<file path="src/rcs_pkg.sv">
/*
 * rcs_pkg: register map, field positions, reset values and write masks
 * of the recovery control/status register bank.
 * assumes: 8-bit registers on an 8-bit register pointer, two-wire serial access.
 */
package rcs_pkg;

    // register pointers
    localparam logic [7:0] ADDR_LOCK_STATUS    = 8'h06;
    localparam logic [7:0] ADDR_MEAS_CTRL      = 8'h08;
    localparam logic [7:0] ADDR_RESET_ACQ      = 8'h09;
    localparam logic [7:0] ADDR_REF_POWER      = 8'h0A;
    localparam logic [7:0] ADDR_REF_LOCK_SETUP = 8'h0F;
    localparam logic [7:0] ADDR_PHASE_SETUP    = 8'h10;
    localparam logic [7:0] ADDR_SIG_HIGH       = 8'h20;
    localparam logic [7:0] ADDR_SIG_LOW        = 8'h21;
    localparam logic [7:0] ADDR_REVISION       = 8'h48;
    localparam logic [7:0] ADDR_DEVICE         = 8'h49;

    // reset values
    localparam logic [7:0] RST_MEAS_CTRL       = 8'h10;
    localparam logic [7:0] RST_RESET_ACQ       = 8'h08;
    localparam logic [7:0] RST_REF_POWER       = 8'h05;
    localparam logic [7:0] RST_REF_LOCK_SETUP  = 8'h00;
    localparam logic [7:0] RST_PHASE_SETUP     = 8'h1C;

    // writable bits and fixed values of reserved bits
    localparam logic [7:0] MASK_MEAS_CTRL      = 8'h77;
    localparam logic [7:0] FIX_MEAS_CTRL       = 8'h00;
    localparam logic [7:0] MASK_RESET_ACQ      = 8'hF0;
    localparam logic [7:0] FIX_RESET_ACQ       = 8'h08;
    localparam logic [7:0] MASK_REF_POWER      = 8'h04;
    localparam logic [7:0] FIX_REF_POWER       = 8'h01;
    localparam logic [7:0] MASK_REF_LOCK_SETUP = 8'h7F;
    localparam logic [7:0] FIX_REF_LOCK_SETUP  = 8'h00;
    localparam logic [7:0] MASK_PHASE_SETUP    = 8'h1F;
    localparam logic [7:0] FIX_PHASE_SETUP     = 8'h00;

    // status bit positions
    localparam int BIT_LOSS_NOW      = 4;
    localparam int BIT_STICKY_LOSS   = 2;
    localparam int BIT_RATE_DONE     = 0;

    // control bit positions
    localparam int BIT_STICKY_CLEAR  = 2;
    localparam int BIT_RATE_GO       = 1;
    localparam int BIT_RATE_CLEAR    = 0;
    localparam int BIT_SOFT_RESET    = 7;
    localparam int BIT_ACQ_RESTART   = 6;
    localparam int BIT_SKIP          = 5;
    localparam int BIT_FLAG_STYLE    = 4;
    localparam int BIT_REF_OFF       = 2;
    localparam int BIT_COMPARE_SRC   = 6;

    // field positions
    localparam int MODE_LSB          = 4;
    localparam int BAND_LSB          = 4;
    localparam int MULT_LSB          = 0;
    localparam int EDGE_LSB          = 3;
    localparam int BW_LSB            = 0;

    // field encodings
    localparam logic [2:0] MODE_DATA_LOCK = 3'h0;
    localparam logic [2:0] MODE_REF_LOCK  = 3'h2;
    localparam logic [1:0] EDGE_RISE_ONLY = 2'h1;
    localparam logic [1:0] EDGE_FALL_ONLY = 2'h2;

endpackage

</file>
<file path="src/rcs_regs.sv">
/*
 * rcs_regs: control/status register bank of the recovery receiver with its
 * two-wire serial slave, trigger bits and sticky status flags.
 * assumes: scl_i/sda_i already synchronous to clock_i and slow against it;
 * the analog loop supplies lock_loss_i and rate_done_i and obeys the outputs.
 */
`timescale 1ns/1ps
// Behaviour
// - Status bit 4 shows the live lock state, 0 locked and 1 while acquiring frequency.
// - Status bit 2 is set by any lock loss and holds until software clears it.
// - Status bit 0 is set when a rate measurement ends and holds until the rate clear bit is written.
// - The recovery mode field picks data lock with 000 and reference lock with 010; 001 and 011 are unused.
// - In sticky mode writing 1 then 0 to control bit 2 clears the sticky flag; the bit resets to 0.
// - Writing 1 to the rate go bit starts a rate measurement.
// - Writing 1 to the rate clear bit discards the result and its done flag.
// - Writing 1 then 0 to the soft reset bit resets the whole device; here it reloads the control registers and clears the sticky flags only.
// - Writing 1 then 0 to the acquire restart bit starts a new frequency acquisition.
// - The reference clock is powered down while its off bit is 1 and runs when it is 0.
// - In reference lock the compare source bit picks reference (0) or data (1) for lock checks.
// - The two-bit band field picks one of four octave bands of the reference frequency.
// - The four-bit multiple field encodes a data to reference ratio of two to the power code minus one.
// - The edge field picks rising only with 01, falling only with 10, and both edges otherwise.
// - The bandwidth field scales tracking bandwidth by its value over four, default 4.
module rcs_regs
    import rcs_pkg::*;
#(
    parameter logic [6:0] SLAVE_ADDR = 7'h40,
    parameter logic [7:0] SIG_HIGH   = 8'h5A, // arbitrary value
    parameter logic [7:0] SIG_LOW    = 8'h3C, // arbitrary value
    parameter logic [7:0] REVISION   = 8'h01, // arbitrary value
    parameter logic [7:0] DEVICE     = 8'h7E  // arbitrary value
) (
    // clock and reset
    input  wire logic       clock_i,
    input  wire logic       rst_i,
    // serial control pins
    input  wire logic       scl_i,
    input  wire logic       sda_i,
    output logic            sda_o,
    output logic            sda_oe_o,
    // recovery loop status
    input  wire logic       lock_loss_i,
    input  wire logic       rate_done_i,
    // trigger pulses
    output logic            soft_reset_o,
    output logic            acquire_restart_o,
    output logic            rate_measure_start_o,
    output logic            rate_measure_clear_o,
    // configuration
    output logic [2:0]      recovery_mode_o,
    output logic            lock_to_ref_o,
    output logic            recovery_skip_o,
    output logic            loss_flag_style_o,
    output logic            ref_clock_off_o,
    output logic            loss_vs_data_o,
    output logic [1:0]      ref_band_o,
    output logic [3:0]      rate_multiple_o,
    output logic            edge_rise_en_o,
    output logic            edge_fall_en_o,
    output logic [2:0]      tracking_bw_scale_o
);
    typedef enum logic [2:0] {
        ST_IDLE, ST_ADDR, ST_ADDR_ACK, ST_WR, ST_WR_ACK, ST_RD, ST_RD_ACK
    } rcs_state_t;

    // serial slave state
    rcs_state_t state_reg,   state_next;
    logic       scl_reg,     scl_next;
    logic       sda_reg,     sda_next;
    logic [3:0] cnt_reg,     cnt_next;
    logic [7:0] shift_reg,   shift_next;
    logic [7:0] ptr_reg,     ptr_next;
    logic       ptr_ph_reg,  ptr_ph_next;
    logic       rw_reg,      rw_next;
    logic       oe_reg,      oe_next;
    logic       acked_reg,   acked_next;
    logic       wr_en_reg,   wr_en_next;
    logic [7:0] wr_addr_reg, wr_addr_next;
    logic [7:0] wr_data_reg, wr_data_next;

    // register bank
    logic [7:0] meas_reg,    meas_next;
    logic [7:0] rstacq_reg,  rstacq_next;
    logic [7:0] refpwr_reg,  refpwr_next;
    logic [7:0] reflock_reg, reflock_next;
    logic [7:0] phase_reg,   phase_next;
    logic       loss_now_reg, loss_now_next;

    // decoded outputs
    logic       to_ref_reg,  to_ref_next;
    logic       vs_data_reg, vs_data_next;
    logic       rise_reg,    rise_next;
    logic       fall_reg,    fall_next;

    logic       soft_fire;
    logic       sticky_fire;
    logic       sticky_flag;
    logic       rate_flag;
    logic       scl_rise;
    logic       scl_fall;
    logic       start_cond;
    logic       stop_cond;
    logic [7:0] rd_data;

    function automatic logic [7:0] reg_read(input logic [7:0] a);
        logic [7:0] d;
        d = 8'h00;
        case (a)
            ADDR_LOCK_STATUS: begin
                d[BIT_LOSS_NOW]    = loss_now_reg;
                d[BIT_STICKY_LOSS] = sticky_flag;
                d[BIT_RATE_DONE]   = rate_flag;
            end
            ADDR_MEAS_CTRL:      d = meas_reg;
            ADDR_RESET_ACQ:      d = rstacq_reg;
            ADDR_REF_POWER:      d = refpwr_reg;
            ADDR_REF_LOCK_SETUP: d = reflock_reg;
            ADDR_PHASE_SETUP:    d = phase_reg;
            ADDR_SIG_HIGH:       d = SIG_HIGH;
            ADDR_SIG_LOW:        d = SIG_LOW;
            ADDR_REVISION:       d = REVISION;
            ADDR_DEVICE:         d = DEVICE;
            default:             d = 8'h00;
        endcase
        return d;
    endfunction

    assign scl_rise   = ~scl_reg & scl_i;
    assign scl_fall   = scl_reg & ~scl_i;
    assign start_cond = scl_reg & scl_i & sda_reg & ~sda_i;
    assign stop_cond  = scl_reg & scl_i & ~sda_reg & sda_i;

    // a process, not an assign, so status changes under a fixed pointer are seen
    always_comb begin
        rd_data = reg_read(ptr_reg);
    end

    // serial slave: sample on scl rise, change sda on scl fall
    always_comb begin
        state_next   = state_reg;
        scl_next     = scl_i;
        sda_next     = sda_i;
        cnt_next     = cnt_reg;
        shift_next   = shift_reg;
        ptr_next     = ptr_reg;
        ptr_ph_next  = ptr_ph_reg;
        rw_next      = rw_reg;
        oe_next      = oe_reg;
        acked_next   = acked_reg;
        wr_en_next   = 1'b0;
        wr_addr_next = wr_addr_reg;
        wr_data_next = wr_data_reg;
        if (start_cond) begin
            state_next = ST_ADDR;
            cnt_next   = 4'h0;
            oe_next    = 1'b0;
        end else if (stop_cond) begin
            state_next = ST_IDLE;
            oe_next    = 1'b0;
        end else begin
            case (state_reg)
                ST_IDLE: begin
                    oe_next = 1'b0;
                end
                ST_ADDR, ST_WR: begin
                    if (scl_rise) begin
                        shift_next = {shift_reg[6:0], sda_i};
                        cnt_next   = cnt_reg + 4'h1;
                    end else if (scl_fall && cnt_reg == 4'h8) begin
                        if (state_reg == ST_ADDR) begin
                            if (shift_reg[7:1] == SLAVE_ADDR) begin
                                rw_next     = shift_reg[0];
                                ptr_ph_next = 1'b1;
                                oe_next     = 1'b1;
                                state_next  = ST_ADDR_ACK;
                            end else begin
                                state_next = ST_IDLE;
                            end
                        end else begin
                            if (ptr_ph_reg) begin
                                ptr_next    = shift_reg;
                                ptr_ph_next = 1'b0;
                            end else begin
                                wr_en_next   = 1'b1;
                                wr_addr_next = ptr_reg;
                                wr_data_next = shift_reg;
                                ptr_next     = ptr_reg + 8'h01;
                            end
                            oe_next    = 1'b1;
                            state_next = ST_WR_ACK;
                        end
                    end
                end
                ST_ADDR_ACK, ST_WR_ACK: begin
                    if (scl_fall) begin
                        cnt_next = 4'h0;
                        if (state_reg == ST_ADDR_ACK && rw_reg) begin
                            // read starts at the current pointer
                            shift_next = rd_data;
                            oe_next    = ~rd_data[7];
                            ptr_next   = ptr_reg + 8'h01;
                            state_next = ST_RD;
                        end else begin
                            oe_next    = 1'b0;
                            state_next = ST_WR;
                        end
                    end
                end
                ST_RD: begin
                    if (scl_rise) begin
                        cnt_next = cnt_reg + 4'h1;
                    end else if (scl_fall) begin
                        if (cnt_reg == 4'h8) begin
                            oe_next    = 1'b0;
                            state_next = ST_RD_ACK;
                        end else begin
                            shift_next = {shift_reg[6:0], 1'b0};
                            oe_next    = ~shift_reg[6];
                        end
                    end
                end
                ST_RD_ACK: begin
                    if (scl_rise) begin
                        acked_next = ~sda_i;
                    end else if (scl_fall) begin
                        cnt_next = 4'h0;
                        if (acked_reg) begin
                            shift_next = rd_data;
                            oe_next    = ~rd_data[7];
                            ptr_next   = ptr_reg + 8'h01;
                            state_next = ST_RD;
                        end else begin
                            state_next = ST_IDLE;
                        end
                    end
                end
                default: begin
                    state_next = ST_IDLE;
                    oe_next    = 1'b0;
                end
            endcase
        end
    end

    always_ff @(posedge clock_i) begin
        if (rst_i) begin
            state_reg   <= ST_IDLE;
            scl_reg     <= 1'b1;
            sda_reg     <= 1'b1;
            cnt_reg     <= 4'h0;
            shift_reg   <= 8'h00;
            ptr_reg     <= 8'h00;
            ptr_ph_reg  <= 1'b0;
            rw_reg      <= 1'b0;
            oe_reg      <= 1'b0;
            acked_reg   <= 1'b0;
            wr_en_reg   <= 1'b0;
            wr_addr_reg <= 8'h00;
            wr_data_reg <= 8'h00;
        end else begin
            state_reg   <= state_next;
            scl_reg     <= scl_next;
            sda_reg     <= sda_next;
            cnt_reg     <= cnt_next;
            shift_reg   <= shift_next;
            ptr_reg     <= ptr_next;
            ptr_ph_reg  <= ptr_ph_next;
            rw_reg      <= rw_next;
            oe_reg      <= oe_next;
            acked_reg   <= acked_next;
            wr_en_reg   <= wr_en_next;
            wr_addr_reg <= wr_addr_next;
            wr_data_reg <= wr_data_next;
        end
    end

    // register bank; reserved bits are forced so a careless write cannot upset them
    always_comb begin
        meas_next     = meas_reg;
        rstacq_next   = rstacq_reg;
        refpwr_next   = refpwr_reg;
        reflock_next  = reflock_reg;
        phase_next    = phase_reg;
        loss_now_next = lock_loss_i;
        if (wr_en_reg) begin
            case (wr_addr_reg)
                ADDR_MEAS_CTRL:      meas_next    = (wr_data_reg & MASK_MEAS_CTRL) | FIX_MEAS_CTRL;
                ADDR_RESET_ACQ:      rstacq_next  = (wr_data_reg & MASK_RESET_ACQ) | FIX_RESET_ACQ;
                ADDR_REF_POWER:      refpwr_next  = (wr_data_reg & MASK_REF_POWER) | FIX_REF_POWER;
                ADDR_REF_LOCK_SETUP: reflock_next = (wr_data_reg & MASK_REF_LOCK_SETUP) | FIX_REF_LOCK_SETUP;
                ADDR_PHASE_SETUP:    phase_next   = (wr_data_reg & MASK_PHASE_SETUP) | FIX_PHASE_SETUP;
                default:             meas_next    = meas_reg;
            endcase
        end
        if (soft_fire) begin
            meas_next    = RST_MEAS_CTRL;
            rstacq_next  = RST_RESET_ACQ;
            refpwr_next  = RST_REF_POWER;
            reflock_next = RST_REF_LOCK_SETUP;
            phase_next   = RST_PHASE_SETUP;
        end
    end

    always_ff @(posedge clock_i) begin
        if (rst_i) begin
            meas_reg     <= RST_MEAS_CTRL;
            rstacq_reg   <= RST_RESET_ACQ;
            refpwr_reg   <= RST_REF_POWER;
            reflock_reg  <= RST_REF_LOCK_SETUP;
            phase_reg    <= RST_PHASE_SETUP;
            loss_now_reg <= 1'b0;
        end else begin
            meas_reg     <= meas_next;
            rstacq_reg   <= rstacq_next;
            refpwr_reg   <= refpwr_next;
            reflock_reg  <= reflock_next;
            phase_reg    <= phase_next;
            loss_now_reg <= loss_now_next;
        end
    end

    // decodes registered so every output leaves a flop; costs one cycle of lag
    always_comb begin
        to_ref_next  = meas_reg[MODE_LSB +: 3] == MODE_REF_LOCK;
        vs_data_next = to_ref_next ? reflock_reg[BIT_COMPARE_SRC] : 1'b1;
        rise_next    = phase_reg[EDGE_LSB +: 2] != EDGE_FALL_ONLY;
        fall_next    = phase_reg[EDGE_LSB +: 2] != EDGE_RISE_ONLY;
    end

    always_ff @(posedge clock_i) begin
        if (rst_i) begin
            to_ref_reg  <= 1'b0;
            vs_data_reg <= 1'b1;
            rise_reg    <= 1'b1;
            fall_reg    <= 1'b1;
        end else begin
            to_ref_reg  <= to_ref_next;
            vs_data_reg <= vs_data_next;
            rise_reg    <= rise_next;
            fall_reg    <= fall_next;
        end
    end

    // trigger bits
    rcs_trigger #(.FIRE_ON_FALL(1'b1)) u_soft (
        .clock_i (clock_i),
        .rst_i   (rst_i),
        .bit_i   (rstacq_reg[BIT_SOFT_RESET]),
        .fire_o  (soft_fire)
    );
    rcs_trigger #(.FIRE_ON_FALL(1'b1)) u_acq (
        .clock_i (clock_i),
        .rst_i   (rst_i),
        .bit_i   (rstacq_reg[BIT_ACQ_RESTART]),
        .fire_o  (acquire_restart_o)
    );
    rcs_trigger #(.FIRE_ON_FALL(1'b1)) u_sticky_clr (
        .clock_i (clock_i),
        .rst_i   (rst_i),
        .bit_i   (meas_reg[BIT_STICKY_CLEAR]),
        .fire_o  (sticky_fire)
    );
    rcs_trigger #(.FIRE_ON_FALL(1'b0)) u_rate_go (
        .clock_i (clock_i),
        .rst_i   (rst_i),
        .bit_i   (meas_reg[BIT_RATE_GO]),
        .fire_o  (rate_measure_start_o)
    );
    rcs_trigger #(.FIRE_ON_FALL(1'b0)) u_rate_clr (
        .clock_i (clock_i),
        .rst_i   (rst_i),
        .bit_i   (meas_reg[BIT_RATE_CLEAR]),
        .fire_o  (rate_measure_clear_o)
    );

    // sticky status flags
    rcs_sticky_flag u_sticky_loss (
        .clock_i (clock_i),
        .rst_i   (rst_i),
        .set_i   (lock_loss_i),
        .clear_i ((sticky_fire & rstacq_reg[BIT_FLAG_STYLE]) | soft_fire),
        .flag_o  (sticky_flag)
    );
    rcs_sticky_flag u_rate_done (
        .clock_i (clock_i),
        .rst_i   (rst_i),
        .set_i   (rate_done_i),
        .clear_i (meas_reg[BIT_RATE_CLEAR] | soft_fire),
        .flag_o  (rate_flag)
    );

    // outputs
    assign soft_reset_o        = soft_fire;
    assign sda_o               = 1'b0;
    assign sda_oe_o            = oe_reg;
    assign recovery_mode_o     = meas_reg[MODE_LSB +: 3];
    assign lock_to_ref_o       = to_ref_reg;
    assign recovery_skip_o     = rstacq_reg[BIT_SKIP];
    assign loss_flag_style_o   = rstacq_reg[BIT_FLAG_STYLE];
    assign ref_clock_off_o     = refpwr_reg[BIT_REF_OFF];
    assign loss_vs_data_o      = vs_data_reg;
    assign ref_band_o          = reflock_reg[BAND_LSB +: 2];
    assign rate_multiple_o     = reflock_reg[MULT_LSB +: 4];
    assign edge_rise_en_o      = rise_reg;
    assign edge_fall_en_o      = fall_reg;
    assign tracking_bw_scale_o = phase_reg[BW_LSB +: 3];
endmodule

</file>
<file path="src/rcs_sticky_flag.sv">
/*
 * rcs_sticky_flag: flag set by hardware, cleared by software or soft reset.
 * assumes: set_i and clear_i are synchronous to clock_i.
 */
`timescale 1ns/1ps
module rcs_sticky_flag (
    // clock and reset
    input  wire logic clock_i,
    input  wire logic rst_i,
    // set and clear
    input  wire logic set_i,
    input  wire logic clear_i,
    output logic      flag_o
);
    logic flag_reg;
    logic flag_next;

    // set wins so an event in the clearing cycle is kept
    always_comb begin
        flag_next = flag_reg;
        if (clear_i) begin
            flag_next = 1'b0;
        end
        if (set_i) begin
            flag_next = 1'b1;
        end
    end

    always_ff @(posedge clock_i) begin
        if (rst_i) begin
            flag_reg <= 1'b0;
        end else begin
            flag_reg <= flag_next;
        end
    end

    assign flag_o = flag_reg;
endmodule

</file>
<file path="src/rcs_trigger.sv">
/*
 * rcs_trigger: one-cycle pulse on a chosen edge of a register bit.
 * assumes: bit_i is a register output in the same clock domain.
 */
`timescale 1ns/1ps
module rcs_trigger #(
    parameter bit FIRE_ON_FALL = 1'b1
) (
    // clock and reset
    input  wire logic clock_i,
    input  wire logic rst_i,
    // watched bit and pulse
    input  wire logic bit_i,
    output logic      fire_o
);
    logic prev_reg;
    logic prev_next;
    logic fire_reg;
    logic fire_next;

    // edge, not level: a bit held high or low never fires twice
    always_comb begin
        prev_next = bit_i;
        if (FIRE_ON_FALL) begin
            fire_next = prev_reg & ~bit_i;
        end else begin
            fire_next = ~prev_reg & bit_i;
        end
    end

    always_ff @(posedge clock_i) begin
        if (rst_i) begin
            prev_reg <= 1'b0;
            fire_reg <= 1'b0;
        end else begin
            prev_reg <= prev_next;
            fire_reg <= fire_next;
        end
    end

    assign fire_o = fire_reg;
endmodule
</file>
<file path="config.mk">
export PLATFORM = sky130hd
export DESIGN_NAME = rcs_regs
export DESIGN_NICKNAME = d
export VERILOG_FILES = /design/src/rcs_pkg.sv /design/src/rcs_regs.sv /design/src/rcs_sticky_flag.sv /design/src/rcs_trigger.sv
export SDC_FILE = /design/constraint.sdc
export NUM_CORES = 1
export LEC_CHECK = 0
export BUFFER_PORTS_ARGS = -buffer_cell sky130_fd_sc_hd__buf_2
export CORE_MARGIN = 5
export CORE_UTILIZATION = 55
export DETAILED_ROUTE_END_ITERATION = 16
export PLACE_DENSITY = 0.79
export SYNTH_ARGS = -nofsm -noshare
export SYNTH_HDL_FRONTEND = slang
export SYNTH_SLANG_ARGS = --single-unit
</file>
<file path="constraint.sdc">
create_clock -name clock_i -period 2.4 [get_ports clock_i]
set_input_delay 0.6 -clock clock_i [delete_from_list [all_inputs] [get_ports clock_i]]
set_output_delay 0.6 -clock clock_i [all_outputs]
set_load 0.005 [all_outputs]
</file>
==> results.json <==
{
  "ant_nets": 0,
  "hp-class": "reg2reg",
  "stdcell_count": 631,
  "ctsHtreeMaxLevel": 3,
  "yosys.area.top_type_share_pct": 40.1,
  "rr_worst_depth": 7,
  "cts_buffers": 9,
  "path_clk_slew_ns": 0.10,
  "maxCapViolCount": 0,
  "avgViaCountPerCell": 6.04,
  "syn_area_per_cell_um2": 8.54,
  "async_flop_share_pct": 0,
  "cp_max_fo": 11,
  "synth_edf_count": 0,
  "start_util_pct": 56.2,
  "synth_cell_type_count": 73,
  "antenna_found_initial": 0,
  "fillers": 667,
  "area_growth_pct": 9.44,
  "routed_wl_mm": 11.1,
  "synth_area_leaders": "dfxtp_1, mux2i_1, nand2_1, nor2_1, a21oi_1",
  "fmax_mhz": 473,
  "ys_ff_latch": 86,
  "cp_data_arrival_time_ns": 2.40,
  "worst_pin_slew_ns": 0.565,
  "ctsResizeCount": 0,
  "crit_end": "ptr_reg[5]",
  "rsz0062_at_grt": "false",
  "grt_pass1_vias": 3640,
  "gp_congestion": 1.02,
  "dr.pass1.iters": 5,
  "clockBufferDepth": 2,
  "final_net_count": 536,
  "grt_max_degree": 28,
  "cp.required_ns": 2.68,
  "hold_buffers": 0,
  "cpMostUsedCell": "buf_4",
  "num_io_pins": 31,
  "crit_path_max_incr_delay_ns": 0.41,
  "die-width_um": 98.4,
  "drc": 0,
  "setup_violations": 0,
  "synth_top_area_cell": "dfxtp_1",
  "insertion_delay_ns": 0.38,
  "path_depth": 7,
  "dpl.hpwl_mm": 8.28,
  "ys_warn_count": 0,
  "criticalPathCategory": "reg2reg",
  "worst_slack_ns": 0.288,
  "dieArea_um2": 9680,
  "clock_sinks": 86,
  "crit_start": "state_reg[2]",
  "hold_viol_final": 0,
  "critPathBufInv": 2,
  "drtIter0Drc": 321,
  "dp_slack_ns": 0.217,
  "cts_setup_buffers": 0,
  "min_period_ns": 2.11,
  "syn-instance-count": 503,
  "crit_family": "compound AO/OA/AOI/OAI gates",
  "grt_first_pass_wirelength_mm": 18.5,
  "numPortBuffers": 29,
  "status": "completed",
  "dp_cells": 615,
  "cp-start-kind": "flip-flop",
  "rows": 32,
  "grt.overflow.total": 0,
  "final_common_cell": "dfxtp_1",
  "final_cell_mix": "dfxtp_1, nand2_1, nor2_1",
  "synth_nets": 515,
  "rrSetupSlack_ns": 0.29,
  "ys.flop_type": "dfxtp_1",
  "syn-cell-area_um2": 4300,
  "clock-root-buffer": "clkbuf_8",
  "cts_tree": "done",
  "path_cells": "buf_4, a21boi_0, o21ai_1, nand4_1, buf_4, nand2b_1, a211oi_1",
  "coreArea_um2": 7650,
  "dr_total_vias": 3814,
  "yosysSeqAreaShare_pct": 40.1,
  "relSlewSlack_pct": 62.3,
  "diodes": 0,
  "grt_usage_pct": 23.7,
  "period_share_pct": 88.0,
  "slowest_stage": "dfxtp_1",
  "p_leak_uw": 0.00178,
  "timing.rr.start": "state_reg[2]",
  "maxSlewViolCount": 0,
  "reg2reg_to": "ptr_reg[5]",
  "drive_above_1_share_pct": 16.8,
  "peakVddDrop_mv": 0.252,
  "routedWlPerCell_um": 17.7,
  "powerDensity_nw_per_um2": 566,
  "skew_ns": 0.0127,
  "setup_tns_ns": 0,
  "end_kind": "flip-flop",
  "fp.dieH_um": 98.4
}
-- worst min-delay path by stage --
stage | startpoint | end | slack, ns | cells after the start
after CTS | u_rate_go.prev_reg | u_rate_go.fire_o | 0.39 | 1
after global routing | u_rate_go.prev_reg | u_rate_go.fire_o | 0.40 | 1
final | u_rate_go.prev_reg | u_rate_go.fire_o | 0.39 | 1
after detailed placement | u_rate_go.prev_reg | u_rate_go.fire_o | 0.38 | 1
after global placement | u_rate_go.prev_reg | u_rate_go.fire_o | 0.37 | 1
after floorplan | u_rate_clr.prev_reg | u_rate_clr.fire_o | 0.37 | 1
-- cells by family after synthesis --
logic type / count (synthesis) / synth area share, %
adder cells (fa/ha/maj): 6 / 1.75
AO/OA/AOI/OAI: 114 / 18.0
multiplexers: 28 / 6.55
buffers and inverters: 52 / 6.38
other: 1 / 0.0873
XOR/XNOR: 4 / 0.816
AND/OR/NAND/NOR: 212 / 26.4
flip-flops: 86 / 40.1
-- report_power, final --
group          switching, uW  leakage [uW]  internal [uW]
logic                    110      0.000984           67.3
clock network            612     0.0000974            410
registers               22.1      0.000695           1440
total                    744       0.00178           1920
-- per-layer routing --
metal	wire, um	up-vias	GRT usage, %
met1	5080	1832	32.9
met5	0	-	0
met4	275	0	10.2
li1	-	1813	-
met3	776	25	3.29
met2	5010	144	36.7
-- stage by stage --
stage	hold slack [ns]	area, um^2	util [%]	total power, uW
final	0.385	4700	61.5	2660
after global routing	0.396	4700	61.5	2750
after CTS	0.390	4700	61.5	2670
after detailed placement	0.376	4500	58.9	1670
after global placement	0.375	4500	58.9	1660
after floorplan	0.367	4300	-	1610
-- final cells by class --
type	count	area, um^2	area share (%)
Multi-Input combinational cell	365	2300	48.9
Clock inverter	7	72.6	1.54
Sequential cell	86	1720	36.6
Clock buffer	9	124	2.64
Tap cell	102	128	2.71
Timing Repair Buffer	52	318	6.76
Inverter	10	37.5	0.799
-- cell usage after synthesis, drive strengths merged (6+ instances only) --
cell / count
nor2b: 18
nor3: 9
dfxtp: 86
clkbuf: 19
o21ai: 21
a21oi: 37
nor3b: 6
nand2: 61
a211oi: 8
nor2: 52
inv: 10
ha: 6
nand3: 15
nand3b: 9
mux2i: 27
buf: 23
nand2b: 8
No activity file was read; power rests on OpenSTA's default activity.
